<file path="config.mk">
export PLATFORM = sky130hd
export DESIGN_NAME = kr_phy_mgmt_registers
export DESIGN_NICKNAME = d
export VERILOG_FILES = /design/src/verilog/kr_phy_mgmt_pkg.sv /design/src/verilog/kr_phy_mgmt_registers.sv /design/src/verilog/mgmt_slave_port.sv /design/src/verilog/sticky_flag.sv
export SDC_FILE = /design/constraint.sdc
export NUM_CORES = 1
export LEC_CHECK = 0
export BUFFER_PORTS_ARGS = -buffer_cell sky130_fd_sc_hd__clkbuf_2
export CAP_MARGIN = 20
export CELL_PAD_IN_SITES_DETAIL_PLACEMENT = 1
export CELL_PAD_IN_SITES_GLOBAL_PLACEMENT = 1
export CORE_MARGIN = 2
export CORE_UTILIZATION = 26
export DETAILED_ROUTE_END_ITERATION = 7
export PLACE_DENSITY_LB_ADDON = 0.2
export SETUP_SLACK_MARGIN = 0.15
export SLEW_MARGIN = 20
export SYNTH_ARGS = -nofsm -noshare
export SYNTH_HDL_FRONTEND = slang
export SYNTH_SLANG_ARGS = --single-unit
export TNS_END_PERCENT = 5
</file>
<file path="constraint.sdc">
create_clock -name clock_i -period 1.45 [get_ports clock_i]
set_clock_uncertainty 0.2 [all_clocks]
set_input_delay 0.29 -clock clock_i [delete_from_list [all_inputs] [get_ports clock_i]]
set_output_delay 0.29 -clock clock_i [all_outputs]
set_load 0.03 [all_outputs]
</file>
<file path="src/verilog/kr_phy_mgmt_pkg.sv">
package kr_phy_mgmt_pkg;

   // ==========================================================
   // bus geometry
   localparam int ADDR_W = 8;
   localparam int DATA_W = 32;

   // ==========================================================
   // register word addresses
   localparam logic [ADDR_W-1:0] SEQ_CONTROL_ADDR = 8'hb0;
   localparam logic [ADDR_W-1:0] SEQ_STATUS_ADDR  = 8'hb1;

   // ==========================================================
   // control word field positions
   localparam int CTL_SEQ_RESET_BIT  = 0;
   localparam int CTL_AN_TIMER_BIT   = 1;
   localparam int CTL_LF_TIMER_BIT   = 2;
   localparam int CTL_FORCE_LSB      = 4;
   localparam int CTL_FORCE_MSB      = 6;
   localparam int CTL_FEC_ABIL_BIT   = 16;
   localparam int CTL_FEC_ERR_BIT    = 17;
   localparam int CTL_FEC_REQ_BIT    = 18;

   // ==========================================================
   // status word field positions
   localparam int STS_LINK_READY_BIT = 0;
   localparam int STS_AN_TIMEOUT_BIT = 1;
   localparam int STS_LT_TIMEOUT_BIT = 2;
   localparam int NUM_FLAGS          = 2;

   // ==========================================================
   // forced protocol codes
   localparam logic [2:0] FORCE_NONE = 3'h0;
   localparam logic [2:0] FORCE_RSV0 = 3'h2;
   localparam logic [2:0] FORCE_GIGE = 3'h3;
   localparam logic [2:0] FORCE_10G  = 3'h5;
   localparam logic [2:0] FORCE_RSV1 = 3'h7;

   // ==========================================================
   // carriers
   typedef struct packed {
      logic              read;
      logic              write;
      logic [ADDR_W-1:0] addr;
      logic [DATA_W-1:0] wdata;
   } mgmt_req_t;

   typedef struct packed {
      logic       fec_request;
      logic       fec_error_report_on;
      logic       fec_ability_advertise;
      logic [2:0] force_mode;
      logic       link_fault_timer_off;
      logic       negotiation_timer_off;
   } seq_ctrl_t;

   // ==========================================================
   // values after reset
   localparam seq_ctrl_t CTRL_RESET_VALUE = '0;
   localparam logic [DATA_W-1:0] READ_RESET_VALUE = 32'h0000_0000;
   localparam logic [2:0] FORCE_RESET_VALUE = FORCE_NONE;

endpackage

</file>
<file path="src/verilog/kr_phy_mgmt_registers.sv">
`timescale 1ns/1ps
// Functional notes
// - management reset is active high, level sensitive; logic held in reset meanwhile
// - all registers in one space: 8-bit word address, 32-bit data both ways
// - write and read strobes are active high
// - wait-request stays high until the presented request can complete
// - every field resets to zero unless it names another default
// - writing 1 to control bit 0 pulses a sequencer reset; bit self-clears
// - control bit 1 set turns the negotiation timer off
// - control bit 2 set turns the link-fault timer off
// - forced protocol bits 6:4 reach the sequencer only on a sequencer reset
// - force codes: 000 none, 011 gigabit, 101 ten gigabit, 010/111 reserved
// - control bit 16 advertises FEC ability; may reset to 1 by build option
// - control bit 17 lets FEC decode errors reach the 10G PCS
// - control bit 18 requests FEC from the link partner
// - status bit 0 reads 1 while the link is ready
// - status bit 1 latches negotiation timeout until negotiation restarts
// - status bit 2 reads 1 after a link-training timeout
module kr_phy_mgmt_registers
   import kr_phy_mgmt_pkg::*;
#(
   parameter logic FEC_ABILITY_AT_RESET = 1'b0
)
(
   // clock and reset
   input  wire logic              clock_i,
   input  wire logic              reset_i,
   // management port
   input  wire logic [ADDR_W-1:0] mgmt_addr_i,
   input  wire logic [DATA_W-1:0] mgmt_writedata_i,
   input  wire logic              mgmt_write_i,
   input  wire logic              mgmt_read_i,
   output logic      [DATA_W-1:0] mgmt_readdata_o,
   output logic                   mgmt_waitrequest_o,
   // sequencer status
   input  wire logic              link_ready_i,
   input  wire logic              negotiation_timeout_i,
   input  wire logic              negotiation_restart_i,
   input  wire logic              training_timeout_i,
   // sequencer control
   output logic                   seq_reset_o,
   output logic      [2:0]        force_mode_o,
   output logic                   negotiation_timer_off_o,
   output logic                   link_fault_timer_off_o,
   output logic                   fec_ability_advertise_o,
   output logic                   fec_error_report_on_o,
   output logic                   fec_request_o
);

   // ==========================================================
   // declarations
   mgmt_req_t         req;
   logic              take;
   logic              take_write;
   logic              take_read;
   logic              hit_control;
   logic              hit_status;
   seq_ctrl_t         ctrl;
   seq_ctrl_t         next_ctrl;
   logic              link_ready;
   logic [NUM_FLAGS-1:0] flag_set;
   logic [NUM_FLAGS-1:0] flag_clear;
   logic [NUM_FLAGS-1:0] flag;
   logic              negotiation_timeout_flag;
   logic              training_timeout_flag;
   logic [DATA_W-1:0] next_readdata;

   // ==========================================================
   // reserved force codes fall back to no forcing
   function automatic logic [2:0] legal_force(input logic [2:0] code);
      logic [2:0] result;
      result = code;
      if ((code == FORCE_RSV0) || (code == FORCE_RSV1)) begin
         result = FORCE_NONE;
      end
      return result;
   endfunction

   // ==========================================================
   // address decode
   function automatic logic addr_is(input logic [ADDR_W-1:0] addr,
                                    input logic [ADDR_W-1:0] target);
      return addr == target;
   endfunction

   // ==========================================================
   // request carrier
   always_comb begin
      req.read  = mgmt_read_i;
      req.write = mgmt_write_i;
      req.addr  = mgmt_addr_i;
      req.wdata = mgmt_writedata_i;
   end

   // ==========================================================
   // handshake
   mgmt_slave_port u_port (
      .clock_i       (clock_i),
      .reset_i       (reset_i),
      .req_i         (req),
      .take_o        (take),
      .waitrequest_o (mgmt_waitrequest_o)
   );

   assign hit_control = addr_is(req.addr, SEQ_CONTROL_ADDR);
   assign hit_status  = addr_is(req.addr, SEQ_STATUS_ADDR);
   assign take_write  = take && req.write;
   assign take_read   = take && req.read && !req.write;

   // ==========================================================
   // control word
   always_comb begin
      next_ctrl = ctrl;
      if (take_write && hit_control) begin
         next_ctrl.negotiation_timer_off = req.wdata[CTL_AN_TIMER_BIT];
         next_ctrl.link_fault_timer_off  = req.wdata[CTL_LF_TIMER_BIT];
         next_ctrl.force_mode            = req.wdata[CTL_FORCE_MSB:CTL_FORCE_LSB];
         next_ctrl.fec_ability_advertise = req.wdata[CTL_FEC_ABIL_BIT];
         next_ctrl.fec_error_report_on   = req.wdata[CTL_FEC_ERR_BIT];
         next_ctrl.fec_request           = req.wdata[CTL_FEC_REQ_BIT];
      end
   end

   always_ff @(posedge clock_i or posedge reset_i) begin
      if (reset_i) begin
         ctrl <= CTRL_RESET_VALUE;
         ctrl.fec_ability_advertise <= FEC_ABILITY_AT_RESET;
      end else begin
         ctrl <= next_ctrl;
      end
   end

   assign negotiation_timer_off_o = ctrl.negotiation_timer_off;
   assign link_fault_timer_off_o  = ctrl.link_fault_timer_off;
   assign fec_ability_advertise_o = ctrl.fec_ability_advertise;
   assign fec_error_report_on_o   = ctrl.fec_error_report_on;
   assign fec_request_o           = ctrl.fec_request;

   // ==========================================================
   // sequencer reset pulse, self-clearing
   always_ff @(posedge clock_i or posedge reset_i) begin
      if (reset_i) begin
         seq_reset_o <= 1'b0;
      end else begin
         seq_reset_o <= take_write && hit_control && req.wdata[CTL_SEQ_RESET_BIT];
      end
   end

   // ==========================================================
   // forced protocol applied only with a sequencer reset
   always_ff @(posedge clock_i or posedge reset_i) begin
      if (reset_i) begin
         force_mode_o <= FORCE_RESET_VALUE;
      end else if (take_write && hit_control && req.wdata[CTL_SEQ_RESET_BIT]) begin
         force_mode_o <= legal_force(req.wdata[CTL_FORCE_MSB:CTL_FORCE_LSB]);
      end
   end

   // ==========================================================
   // status sources
   always_ff @(posedge clock_i or posedge reset_i) begin
      if (reset_i) begin
         link_ready <= 1'b0;
      end else begin
         link_ready <= link_ready_i;
      end
   end

   assign flag_set[0]   = negotiation_timeout_i;
   assign flag_clear[0] = negotiation_restart_i;
   assign flag_set[1]   = training_timeout_i;
   assign flag_clear[1] = seq_reset_o;

   generate
      for (genvar i = 0; i < NUM_FLAGS; i++) begin : g_flag
         sticky_flag u_flag (
            .clock_i (clock_i),
            .reset_i (reset_i),
            .set_i   (flag_set[i]),
            .clear_i (flag_clear[i]),
            .flag_o  (flag[i])
         );
      end
   endgenerate

   assign negotiation_timeout_flag = flag[0];
   assign training_timeout_flag    = flag[1];

   // ==========================================================
   // read data, captured when a read is taken
   always_comb begin
      next_readdata = READ_RESET_VALUE;
      if (hit_control) begin
         next_readdata[CTL_AN_TIMER_BIT] = ctrl.negotiation_timer_off;
         next_readdata[CTL_LF_TIMER_BIT] = ctrl.link_fault_timer_off;
         next_readdata[CTL_FORCE_MSB:CTL_FORCE_LSB] = ctrl.force_mode;
         next_readdata[CTL_FEC_ABIL_BIT] = ctrl.fec_ability_advertise;
         next_readdata[CTL_FEC_ERR_BIT]  = ctrl.fec_error_report_on;
         next_readdata[CTL_FEC_REQ_BIT]  = ctrl.fec_request;
      end else if (hit_status) begin
         next_readdata[STS_LINK_READY_BIT] = link_ready;
         next_readdata[STS_AN_TIMEOUT_BIT] = negotiation_timeout_flag;
         next_readdata[STS_LT_TIMEOUT_BIT] = training_timeout_flag;
      end
   end

   always_ff @(posedge clock_i or posedge reset_i) begin
      if (reset_i) begin
         mgmt_readdata_o <= READ_RESET_VALUE;
      end else if (take_read) begin
         mgmt_readdata_o <= next_readdata;
      end
   end

   // ==========================================================
   // checks
   property p_reset_release;
      @(posedge clock_i)
      $fell(reset_i) |-> (mgmt_waitrequest_o && !seq_reset_o && force_mode_o == FORCE_NONE);
   endproperty
   a_reset_release: assert property (p_reset_release)
      else $error("outputs not idle at reset release");

   property p_reset_defaults;
      @(posedge clock_i)
      $fell(reset_i) |-> (!negotiation_timer_off_o && !link_fault_timer_off_o && !fec_request_o
                          && fec_ability_advertise_o == FEC_ABILITY_AT_RESET);
   endproperty
   a_reset_defaults: assert property (p_reset_defaults)
      else $error("control fields wrong after reset");

   property p_wait_window;
      @(posedge clock_i) disable iff (reset_i)
      take |=> !mgmt_waitrequest_o ##1 mgmt_waitrequest_o;
   endproperty
   a_wait_window: assert property (p_wait_window)
      else $error("wait-request not low for one cycle after a take");

   property p_wait_needs_take;
      @(posedge clock_i) disable iff (reset_i)
      !mgmt_waitrequest_o |-> $past(mgmt_read_i || mgmt_write_i);
   endproperty
   a_wait_needs_take: assert property (p_wait_needs_take)
      else $error("wait-request low without a request");

   property p_ctrl_write;
      @(posedge clock_i) disable iff (reset_i)
      (take_write && hit_control) |=>
         (negotiation_timer_off_o == $past(mgmt_writedata_i[CTL_AN_TIMER_BIT])
          && link_fault_timer_off_o == $past(mgmt_writedata_i[CTL_LF_TIMER_BIT])
          && fec_request_o == $past(mgmt_writedata_i[CTL_FEC_REQ_BIT]));
   endproperty
   a_ctrl_write: assert property (p_ctrl_write)
      else $error("control write not stored");

   property p_seq_reset_pulse;
      @(posedge clock_i) disable iff (reset_i)
      (take_write && hit_control && mgmt_writedata_i[CTL_SEQ_RESET_BIT])
         |=> seq_reset_o ##1 !seq_reset_o;
   endproperty
   a_seq_reset_pulse: assert property (p_seq_reset_pulse)
      else $error("sequencer reset not a single pulse");

   property p_force_only_on_reset;
      @(posedge clock_i) disable iff (reset_i)
      $changed(force_mode_o) |-> seq_reset_o;
   endproperty
   a_force_only_on_reset: assert property (p_force_only_on_reset)
      else $error("forced protocol changed without sequencer reset");

   property p_force_legal;
      @(posedge clock_i) disable iff (reset_i)
      seq_reset_o |-> (force_mode_o != FORCE_RSV0 && force_mode_o != FORCE_RSV1);
   endproperty
   a_force_legal: assert property (p_force_legal)
      else $error("reserved force code applied");

   property p_link_ready_read;
      @(posedge clock_i) disable iff (reset_i)
      (take_read && hit_status) |=>
         mgmt_readdata_o[STS_LINK_READY_BIT] == $past(link_ready_i, 2);
   endproperty
   a_link_ready_read: assert property (p_link_ready_read)
      else $error("link ready bit misread");

   property p_an_timeout_latch;
      @(posedge clock_i) disable iff (reset_i)
      negotiation_timeout_i |=> negotiation_timeout_flag;
   endproperty
   a_an_timeout_latch: assert property (p_an_timeout_latch)
      else $error("negotiation timeout not latched");

   property p_an_timeout_hold;
      @(posedge clock_i) disable iff (reset_i)
      (negotiation_timeout_flag && !negotiation_restart_i) |=> negotiation_timeout_flag;
   endproperty
   a_an_timeout_hold: assert property (p_an_timeout_hold)
      else $error("negotiation timeout dropped without restart");

   property p_lt_timeout;
      @(posedge clock_i) disable iff (reset_i)
      training_timeout_i |=> training_timeout_flag;
   endproperty
   a_lt_timeout: assert property (p_lt_timeout)
      else $error("training timeout not reported");

   property p_unmapped_zero;
      @(posedge clock_i) disable iff (reset_i)
      (take_read && !hit_control && !hit_status) |=> (mgmt_readdata_o == '0) && !mgmt_waitrequest_o;
   endproperty
   a_unmapped_zero: assert property (p_unmapped_zero)
      else $error("unmapped read not zero");

   property p_reserved_zero;
      @(posedge clock_i) disable iff (reset_i)
      (take_read && hit_status) |=> (mgmt_readdata_o[DATA_W-1:STS_LT_TIMEOUT_BIT+1] == '0);
   endproperty
   a_reserved_zero: assert property (p_reserved_zero)
      else $error("status reserved bits not zero");

   property p_fec_write;
      @(posedge clock_i) disable iff (reset_i)
      (take_write && hit_control) |=>
         (fec_error_report_on_o == $past(mgmt_writedata_i[CTL_FEC_ERR_BIT])
          && fec_ability_advertise_o == $past(mgmt_writedata_i[CTL_FEC_ABIL_BIT]));
   endproperty
   a_fec_write: assert property (p_fec_write)
      else $error("FEC control bits not stored");

   property p_wait_idle;
      @(posedge clock_i) disable iff (reset_i)
      (mgmt_waitrequest_o && !mgmt_read_i && !mgmt_write_i) |=> mgmt_waitrequest_o;
   endproperty
   a_wait_idle: assert property (p_wait_idle)
      else $error("wait-request dropped with no request");

   property p_restart_clears;
      @(posedge clock_i) disable iff (reset_i)
      (negotiation_restart_i && !negotiation_timeout_i) |=> !negotiation_timeout_flag;
   endproperty
   a_restart_clears: assert property (p_restart_clears)
      else $error("negotiation timeout not cleared by restart");

endmodule

</file>
<file path="src/verilog/mgmt_slave_port.sv">
`timescale 1ns/1ps
module mgmt_slave_port
   import kr_phy_mgmt_pkg::*;
(
   // clock and reset
   input  wire logic      clock_i,
   input  wire logic      reset_i,
   // request from master
   input  wire mgmt_req_t req_i,
   // handshake
   output logic           take_o,
   output logic           waitrequest_o
);

   // ==========================================================
   // one-hot handshake states
   typedef enum logic [1:0] {
      ST_IDLE = 2'b01,
      ST_DONE = 2'b10
   } port_state_t;

   port_state_t state;
   port_state_t next_state;

   // ==========================================================
   // request taken only from idle
   assign take_o = (state == ST_IDLE) && (req_i.read || req_i.write);

   always_comb begin
      next_state = state;
      unique case (state)
         ST_IDLE: begin
            if (take_o) begin
               next_state = ST_DONE;
            end
         end
         ST_DONE: begin
            next_state = ST_IDLE;
         end
         default: begin
            next_state = ST_IDLE;
         end
      endcase
   end

   always_ff @(posedge clock_i or posedge reset_i) begin
      if (reset_i) begin
         state <= ST_IDLE;
      end else begin
         state <= next_state;
      end
   end

   // ==========================================================
   // wait low for exactly the cycle after a take
   always_ff @(posedge clock_i or posedge reset_i) begin
      if (reset_i) begin
         waitrequest_o <= 1'b1;
      end else begin
         waitrequest_o <= !take_o;
      end
   end

endmodule

</file>
<file path="src/verilog/sticky_flag.sv">
`timescale 1ns/1ps
module sticky_flag
   import kr_phy_mgmt_pkg::*;
(
   // clock and reset
   input  wire logic clock_i,
   input  wire logic reset_i,
   // event and clear
   input  wire logic set_i,
   input  wire logic clear_i,
   // latched state
   output logic      flag_o
);

   // ==========================================================
   // set wins over a same-cycle clear
   always_ff @(posedge clock_i or posedge reset_i) begin
      if (reset_i) begin
         flag_o <= 1'b0;
      end else if (set_i) begin
         flag_o <= 1'b1;
      end else if (clear_i) begin
         flag_o <= 1'b0;
      end
   end

endmodule
</file>
# == After elaboration in Yosys (flattened, before gate mapping) ==
# Index checks and enable logic that the tools add are counted.
# classes
eq_ne,6
n_mul,0
reduce_logical,12
add_sub_neg,0
div,0
shift,0
n_bitwise,0
muxes,12
order_cmp,0
# op_table
op,count
$eq A8 B8 Y1 const B,2
$mux W3,4
$logic_and A1 B1 Y1,6
$mux W2,3
$mux W1,5
$reduce_bool A2 Y1,2
$eq A3 B2 Y1 const B,1
$eq A3 B3 Y1 const B,1
$eq A2 B1 Y1 const B,1
$logic_not A1 Y1,2
$logic_or A1 B1 Y1,2
$ne A2 B2 Y1 const B,1
# word_totals
n_memories,0
latchBits,0
ram_bits,0
register_bits,27
output_inout_bits,42
mem_bits_ro,0

# == Logic depth before layout (Yosys ltp) ==
# Gate-level depths: netlist of the first run.
# depth
ltp_word,5
depth_mapped,4
depth_no_buf,3

# == By module ==
# From an unflattened synthesis of the first run, not the netlist that was laid out.
# hier_totals
cells_unflattened,114
hier_area_um2,1331.3
# by_module_without_submodules
mod,seq_area_each_um2,cells_each,area_per_inst_um2,n_inst
kr_phy_mgmt_registers,550.5,97,1131.1,1
mgmt_slave_port,77.6,9,120.1,1
sticky_flag,25.0,4,40.0,2

# == Worst setup path after synthesis of the first run ==
# Ideal clock, no wire load.
# synth_path
path_kind,register to register
start,register u_port.state[0]
end,register ctrl[2] in the netlist's numbering
path_stages_with_launch,4
n_path_buf,0
period_less_slack_ps,1545
setup_ps,125
slack_ps,-95
arrival_ps,1220
cell_sequence,dfstp_2 -> and4bb_2 -> nand3_4 -> mux2_2
# synth_via
elab_chain_cells,4
# synth_lines
element,line_no,text
start: declaration,mgmt_slave_port.sv:22,port_state_t state;
start signal: assignment,mgmt_slave_port.sv:50,state <= next_state;
$eq A2 B1 Y1,mgmt_slave_port.sv:27,assign take_o = (state == ST_IDLE) && (req_i.read || req_i.write);
$logic_and A1 B1 Y1,mgmt_slave_port.sv:27,
$logic_and A1 B1 Y1,kr_phy_mgmt_registers.sv:107,assign take_write = take && req.write;
$logic_and A1 B1 Y1,kr_phy_mgmt_registers.sv:114,if (take_write && hit_control) begin
end signal: assignment,kr_phy_mgmt_registers.sv:129,ctrl <= next_ctrl;
end: declaration,kr_phy_mgmt_registers.sv:58,seq_ctrl_t ctrl;
# No other way between the ends.
# A chain may end at the register's enable or synchronous reset.

# == Worst setup path after layout of the first run ==
# layout_path
start,register u_port.state[0]
end,"register ctrl, in the netlist negotiation_timer_off_o"
# Same word-level chain as after synthesis.

==> flow_summary.toml, run 1 <==
[run_status]
status = "complete, but fails checks"
violations = "setup timing"

[layout]
antennaDiodeCount = 0
synthToLayoutAreaGrowth_pct = 44.36
nets = 222
drive_gt1_frac = 0.4566
final_core_util = 0.3948
stdcell_area_um2 = 1889

[floorplanning]
ios = 90
die_h_um = 74.95
row_count = 25
die_w_um = 74.95
dieArea_um2 = 5618
start_util = 0.2735
coreArea_um2 = 4786

[worst_hold_path]
hold_path_class = "primary input to register"
hp-start = "mgmt_read_i"

[yosys]
yosysTopAreaCell = "dfrtp_1"
synth_area_um2 = 1309
yosys-top-cells-area = "dfrtp_1, buf_4, mux2_2, nand2_1, dfstp_2"
synth-edff-count = 0
syn_inst = 115
ys.flop_type = "dfrtp_1"
ys_seq_area_frac = 0.5182
async_flop_share = 1.000
yosys_warnings = 0
yosysTopAreaCellShare = 0.4780
synth_seq_cells = 27
synth_cell_types = 24
synth_common_cells = "dfrtp_1, buf_4, nand2_1"
yosys.cell_count.top_type = "dfrtp_1"
syn_area_per_cell_um2 = 11.38

[critical_path]
end_kind = "register"
criticalPathCategory = "register to register"
crit_start = "u_port.state[0]"
crit_fanout = 8
worst_ep_required_time_ns = 1.41
r2r-start = "u_port.state[0]"
cp-start-kind = "register"
cp_data_arrival_time_ns = 1.59

[route]
drt-wirelength-per-cell_um = 12.73
vias = 957
firstDrtPassIters = 2
viasPerCell = 3.988
postRouteAntennaNets = 0
drcViolationCount = 0
dr.first_iter.drc_count = 28
wl_um = 3054

[global_route]
grt_use_total = 0.1121
grt_pass1_wl_um = 4671
overflow = 0
grt_pass1_vias = 979
antenna_found_initial = 0
grt_max_degree = 28

[clock_tree]
max-clock-path-buffers = 2
cts_sinks = 27
clock_latency_ns = 0.27
numCtsBuffers = 3
clkSlewWorstSetupHoldPaths_ns = 0.09
htreeDepth = 1
root_buffer = "clkbuf_8"
cts_tree = "built"

[placed_design]
hpwl_um = 2439
port_buffers = 43
gp_congestion = 0.7205
placed_area_um2 = 1578

[power]
leakagePower_nw = 0.9585
ir_drop_mv = 0.3569
p_per_area_nw_per_um2 = 932.5

[flow_run]
max-cap-violations = 0

[sta]
setup_viol = 17
fmax_mhz = 613.6
rsz0062_at_grt = "yes"
slew_violations = 0
hold_viol = 0
holdWs_ns = 0.01847
finalCritPeriodShare = 1.124
setup_ws_ns = -0.1796
min_period_ns = 1.630
==> metrics by stage <==
| stage | setup TNS (ns) | instances | setup WS, ns | power (mW) |
|---|---|---|---|---|
| 2_1_floorplan | -0.7691 | 137 | -0.08058 | 1.153 |
| 3_3_place_gp | -2.197 | 231 | -0.1559 | 1.231 |
| 3_5_place_dp | -2.667 | 231 | -0.1712 | 1.243 |
| 4_1_cts | -1.835 | 240 | -0.1868 | 1.767 |
| 5_1_grt | -2.891 | 240 | -0.2429 | 1.859 |
| 6_report | -1.726 | 240 | -0.1796 | 1.762 |
==> metal layers <==
| layer | vias up | track usage | wire [µm] |
|---|---|---|---|
| li1 | 456 | - | - |
| met1 | 465 | 0.1241 | 1139 |
| met2 | 29 | 0.2066 | 1730 |
| met3 | 7 | 0.01473 | 110 |
| met4 | 0 | 0.05952 | 73 |
| met5 | - | 0 | 0 |
==> path summary, 6_finish.rpt <==
kind | slack [ns] | cells after the start | endpoint
setup / recovery | -0.18 | 3 | negotiation_timer_off_o
hold / removal | 0.02 | 2 | u_port.state[0]
setup reg to reg | -0.18 | 3 | negotiation_timer_off_o
hold reg to reg | 0.29 | 1 | g_flag[0].u_flag.flag_o
max in group asynchronous | 0.32 | 4 | u_port.waitrequest_o
min in group asynchronous | 0.41 | 4 | g_flag[0].u_flag.flag_o
==> where the power goes <==
group / leakage (nW) / switching, mW / internal, mW / total, mW
clock network: 0.0228 / 0.225 / 0.197 / 0.422
registers: 0.352 / 0.0342 / 0.829 / 0.863
logic: 0.584 / 0.272 / 0.206 / 0.478
==> layout make-up <==
class / count / area, µm²
Inverter: 6 / 22.52
Sequential cell: 27 / 678.2
Fill cell: 545 / 2897
Multi-Input combinational cell: 79 / 561.8
Clock buffer: 4 / 45.04
Tap cell: 67 / 83.83
Timing Repair Buffer: 57 / 498.0
==> cell usage in the layout (no fill, tap or decap), drive strengths merged <==
cell type    count
and4b            1
clkbuf          31
nand3            2
a21o             2
and4bb           1
a21boi           2
nand4bb          1
o31ai            2
nor3             1
nor2b            1
nand3b           1
nand2           17
dlygate4sd3      4
inv              6
conb            23
mux2i            3
nor4bb           1
o21ai            9
dfrtp           25
xor2             1
mux2            10
buf             26
nand4            1
dfstp            2
==> state kept, by name, indices dropped and copies added (netlist names) <==
signal,count
mgmt_readdata_o,9
ctrl,3
force_mode_o,3
g_flag.u_flag.flag_o,2
u_port.state,2
fec_ability_advertise_o,1
fec_error_report_on_o,1
fec_request_o,1
link_fault_timer_off_o,1
link_ready,1
negotiation_timer_off_o,1
seq_reset_o,1
u_port.waitrequest_o,1
==> what timing repair did <==
item                                    in CTS  in global routing
hold buffers                                 4                  0
buffers inserted                             1                  0
pin swaps                                    2                  0
endpoints found under the hold margin       28                  0
endpoints found under the setup margin      40                 41
gates resized for setup                     48                 22
==> critical path: stages, from the launching register on <==
cell	delay, ns
dfstp_2	0.55
and4bb_2	0.29
nand3_4	0.15
mux2_4	0.33
==> logic make-up (layout without fill, tap and decap cells) <==
family                 count (synthesis)  in the layout  synth area share
other                                  1             23          0.002865
buffers and inverters                 31             67            0.1549
XOR/XNOR                               1              1          0.006693
AO/OA/AOI/OAI                         15             15           0.06882
flip-flops                            27             27            0.5182
AND/OR/NAND/NOR                       27             27            0.1396
multiplexers                          13             13            0.1090
No activity file was read; power rests on OpenSTA's default activity.
==> run 2, diff against run 1 <==
--- a/config.mk
+++ b/config.mk
@@ -10,7 +10,7 @@
 export CELL_PAD_IN_SITES_DETAIL_PLACEMENT = 1
 export CELL_PAD_IN_SITES_GLOBAL_PLACEMENT = 1
 export CORE_MARGIN = 2
-export CORE_UTILIZATION = 26
+export CORE_UTILIZATION = 29
 export DETAILED_ROUTE_END_ITERATION = 7
 export PLACE_DENSITY_LB_ADDON = 0.2
 export SETUP_SLACK_MARGIN = 0.15
==> constraint.sdc (replaced) <==
create_clock -name clock_i -period 1.85 [get_ports clock_i]
set_clock_uncertainty 0.2 [all_clocks]
set_input_delay 0.37 -clock clock_i [delete_from_list [all_inputs] [get_ports clock_i]]
set_output_delay 0.37 -clock clock_i [all_outputs]
set_load 0.03 [all_outputs]
==> run 2 against run 1 <==
Net effect:
- the flow now finishes without violations
- combinational power decreased by 45%
- fmax about the same
- sequential power decreased by 21%
- worst setup slack improved by 0.40 ns
- wire length decreased by 15%
- critical path type unchanged
- highest routed layer unchanged
==> flow_summary.toml, run 2 (synthesis gave the netlist of run 1 again) <==
[floorplanning]
die_w_um = 71.18
ios = 90
die_h_um = 71.18
coreArea_um2 = 4354
start_util = 0.3006
dieArea_um2 = 5067
row_count = 24

[global_route]
grt_use_total = 0.1074
grt_max_degree = 28
overflow = 0
grt_pass1_wl_um = 4215
antenna_found_initial = 0
grt_pass1_vias = 962

[sta]
hold_viol = 0
fmax_mhz = 613.3
slew_violations = 0
finalCritPeriodShare = 0.8814
min_period_ns = 1.631
rsz0062_at_grt = "no"
tns_ns = 0
setup_viol = 0

[power]
ir_drop_mv = 0.3016
p_per_area_nw_per_um2 = 802.9
leakagePower_nw = 0.8517

[clock_tree]
numCtsBuffers = 3
max-clock-path-buffers = 2
root_buffer = "clkbuf_8"
cts_sinks = 27
cts_tree = "built"
post_cts_resized = 0
htreeDepth = 1
clock_latency_ns = 0.27
clkSlewWorstSetupHoldPaths_ns = 0.09

[placed_design]
hpwl_um = 2116
gp_congestion = 0.7602
dp_cells = 211
port_buffers = 43

[route]
drcViolationCount = 0
postRouteAntennaNets = 0
dr.first_iter.drc_count = 29
vias = 918
wl_um = 2600
drt-wirelength-per-cell_um = 11.98
viasPerCell = 4.230
firstDrtPassIters = 3

[layout]
drive_gt1_frac = 0.4121
synthToLayoutAreaGrowth_pct = 21.51
reg_top3 = "mgmt_readdata_o (9), ctrl (3), force_mode_o (3)"
regMostFlops = "mgmt_readdata_o"
antennaDiodeCount = 0
largest_register_ffs = 9
final_common_cell = "clkbuf_2"
final_cell_mix = "clkbuf_2, dfrtp_1, conb_1, nand2_1, mux2_2"
nets = 214
final_cells = 217

[run_status]
status = "completed"

[critical_path]
cp-start-kind = "register"
cp_data_arrival_time_ns = 1.59
worst_ep_required_time_ns = 1.81
crit_fanout = 8
end_kind = "register"
criticalPathCategory = "register to register"

[worst_hold_path]
hold_path_class = "primary input to register"

[flow_run]
max-cap-violations = 0
## run 2: cell count changes in the layout (fill, tap and decap cells not counted), sizes merged
cell         previous run  this run
buf                    26         4
dlygate4sd3             4         2
clkbuf                 31        46
clkinvlp                0         1
## run 2: power breakdown
| group | internal [mW] | switching [mW] | total, mW |
|---|---|---|---|
| Sequential | 0.649 | 0.0303 | 0.680 |
| Combinational | 0.0830 | 0.179 | 0.262 |
| Clock | 0.153 | 0.182 | 0.335 |
## run 2: layout make-up
cell class / count / area (µm²)
Clock buffer: 3 / 41.29
Sequential cell: 27 / 678.2
Multi-Input combinational cell: 79 / 510.5
Inverter: 6 / 22.52
Fill cell: 520 / 2764
Clock inverter: 1 / 7.507
Tap cell: 52 / 65.06
Timing Repair Buffer: 49 / 265.3
## run 2: path summary, 6_finish.rpt
| kind | depth (start not counted) | end | start | slack, ns |
|---|---|---|---|---|
| worst max register to register | 3 | ctrl[4] | u_port.state[0] | 0.22 |
| max in group asynchronous | 4 | u_port.state[0] | reset_i | 0.67 |
| worst min-delay path | 2 | g_flag[0].u_flag.flag_o | negotiation_timeout_i | 0.07 |
| min in group asynchronous | 4 | force_mode_o[1] | reset_i | 0.48 |
| worst min register to register | 2 | mgmt_readdata_o[18] | mgmt_readdata_o[18] | 0.29 |
| worst max-delay path | 3 | ctrl[4] | u_port.state[0] | 0.22 |
## run 2: repair_timing
action | CTS | global route
hold buffers | 1 | 1
setup buffers | 0 | 0
endpoints found under the hold margin | 25 | 1
setup endpoints to repair | 0 | 0
## run 2: layer usage
metal	vias to the layer above	GRT usage	routed length (µm)
met3	7	0.02849	167
met4	0	0.05241	63
li1	435	-	-
met2	36	0.1934	1404
met5	-	0	0
met1	440	0.1153	964
## run 2: worst max-delay path: stages, from the launching register on
cell and delay (ns):
dfstp_2 0.56, and4bb_2 0.31, nand3_4 0.15, mux2_2 0.30
## run 2: per-stage QoR
stage	instance area, µm²	setup slack (ns)	util	hold WS (ns)	power, mW
6_report	1590	0.2195	0.3652	0.06842	1.277
5_1_grt	1590	0.1623	0.3652	0.05798	1.351
4_1_cts	1580	0.2030	0.3629	0.0005974	1.302
3_5_place_dp	1521	0.2063	0.3494	0.2324	0.9537
3_3_place_gp	1521	0.2024	0.3494	0.2295	0.9445
2_1_floorplan	1391	0.3051	-	0.2014	0.9035
==> run 3, diff against run 2 <==
--- a/config.mk
+++ b/config.mk
@@ -12,6 +12,7 @@
 export CORE_MARGIN = 2
 export CORE_UTILIZATION = 29
 export DETAILED_ROUTE_END_ITERATION = 7
+export MAX_ROUTING_LAYER = met4
 export PLACE_DENSITY_LB_ADDON = 0.2
 export SETUP_SLACK_MARGIN = 0.15
 export SLEW_MARGIN = 20
==> run 3 against run 2 <==
Net effect:
- fmax is essentially flat
- global-route usage grew 0.33 points
- sequential power barely moved
- worst setup slack about the same
- combinational power about the same
- power unchanged
- worst hold slack hardly changed
- first-iteration DRC count is the same
- register-to-register slack about the same
- critical endpoint unchanged
- largest cell class unchanged
==> flow_summary.toml, run 3 (synthesis gave the netlist of run 1 again) <==
[flow_run]
max-cap-violations = 0

[layout]
largest_register_ffs = 9
final_core_util = 0.3652
antennaDiodeCount = 0
drive_gt1_frac = 0.4121
final_common_cell = "clkbuf_2"
reg_top3 = "mgmt_readdata_o (9), ctrl (3), force_mode_o (3)"
fillers = 520
nets = 214
seqCellArea_um2 = 678.2
multiInputGateArea_um2 = 510.5
synthToLayoutAreaGrowth_pct = 21.51
final_cells = 217
final_cell_mix = "clkbuf_2, dfrtp_1, conb_1, nand2_1, mux2_2"
regMostFlops = "mgmt_readdata_o"

[clock_tree]
root_buffer = "clkbuf_8"
clock_latency_ns = 0.27
cts_tree = "built"
numCtsBuffers = 3
postCtsHoldBufs = 1
cts_setup_buffers = 0
post_cts_resized = 0
cts_sinks = 27
max-clock-path-buffers = 2
htreeDepth = 1
clkSlewWorstSetupHoldPaths_ns = 0.09

[critical_path]
cp-start-kind = "register"
critPathBufInv = 0
worst_ep_required_time_ns = 1.81
ff2ff_path_depth = 3
regToRegSetupSlack_ns = 0.22
crit_slowest_cell = "dfstp_2"
worst_path_largest_cell_delay_ns = 0.56
path_cells = "and4bb_2, nand3_4, mux2_2"
end_kind = "register"
criticalPathCategory = "register to register"
regToRegEndpoint = "ctrl[4]"
crit_fanout = 8
cp_data_arrival_time_ns = 1.59
cp_top_family = "flip-flops"
r2r-start = "u_port.state[0]"

[worst_hold_path]
hp-start = "negotiation_timeout_i"
min_delay_path_depth = 2
hold_path_class = "primary input to register"
min_to = "g_flag[0].u_flag.flag_o"

[placed_design]
port_buffers = 43
gp_congestion = 0.7702
hpwl_um = 2116
dp_cells = 211

[floorplanning]
die_w_um = 71.18
start_util = 0.3006
dieArea_um2 = 5067
row_count = 24
ios = 90
die_h_um = 71.18
coreArea_um2 = 4354

[route]
firstDrtPassIters = 3
wl_um = 2600
drt-wirelength-per-cell_um = 11.98
postRouteAntennaNets = 0
viasPerCell = 4.230
vias = 918
dr.first_iter.drc_count = 29
drcViolationCount = 0

[global_route]
grt_pass1_wl_um = 4215
grt_use_total = 0.1107
grt_max_degree = 28
overflow = 0
antenna_found_initial = 0
grt_pass1_vias = 962

[sta]
fmax_mhz = 613.3
min_period_ns = 1.631
finalCritPeriodShare = 0.8814
rsz0062_at_grt = "no"
setup_viol = 0
hold_viol = 0
slew_violations = 0
tns_ns = 0

[run_status]
status = "completed"

[power]
ir_drop_mv = 0.3016
p_per_area_nw_per_um2 = 802.9
leakagePower_nw = 0.8517
power_mw = 1.277
[run 3: layer usage]
layer | up-vias | routed length [µm] | global-route usage
met5 | - | 0 | -
met4 | 0 | 63 | 0.05241
met3 | 7 | 154 | 0.02564
met2 | 36 | 1404 | 0.1934
met1 | 440 | 977 | 0.1171
li1 | 435 | - | -
[run 3: cell type report]
cell class / instances / area share
sequential: 27 / 0.4264
timing repair buffer: 49 / 0.1668
clock buffer: 3 / 0.02596
inverter: 6 / 0.01416
multi-input combinational: 79 / 0.3210
clock inverter: 1 / 0.004721
tap: 52 / 0.04091
[run 3: per-stage QoR]
| stage | hold slack [ns] | instance area, µm² | setup WS (ns) |
|---|---|---|---|
| 4_1_cts | 0.0005974 | 1580 | 0.2030 |
| 3_5_place_dp | 0.2324 | 1521 | 0.2063 |
| 5_1_grt | 0.05798 | 1590 | 0.1623 |
| 6_report | 0.06843 | 1590 | 0.2195 |
| 3_3_place_gp | 0.2295 | 1521 | 0.2024 |
| 2_1_floorplan | 0.2014 | 1391 | 0.3051 |
[run 3: worst max-delay path by stage]
| stage | startpoint | endpoint | slack, ns | cells past startpoint |
|---|---|---|---|---|
| finish | u_port.state[0] | ctrl[4] | 0.22 | 3 |
| global route | u_port.state[0] | ctrl[3] | 0.16 | 3 |
| CTS | u_port.state[0] | fec_error_report_on_o | 0.20 | 3 |
| detailed placement | mgmt_addr_i[3] | fec_error_report_on_o | 0.21 | 4 |
| global placement | mgmt_addr_i[0] | ctrl[2] | 0.20 | 4 |
| floorplan | u_port.state[0] | ctrl[2] | 0.31 | 3 |
[run 3: report_power, final]
| part | switching [mW] | leakage (nW) | internal, mW |
|---|---|---|---|
| registers | 0.0303 | 0.352 | 0.649 |
| clock network | 0.182 | 0.0217 | 0.153 |
| logic | 0.179 | 0.478 | 0.0830 |
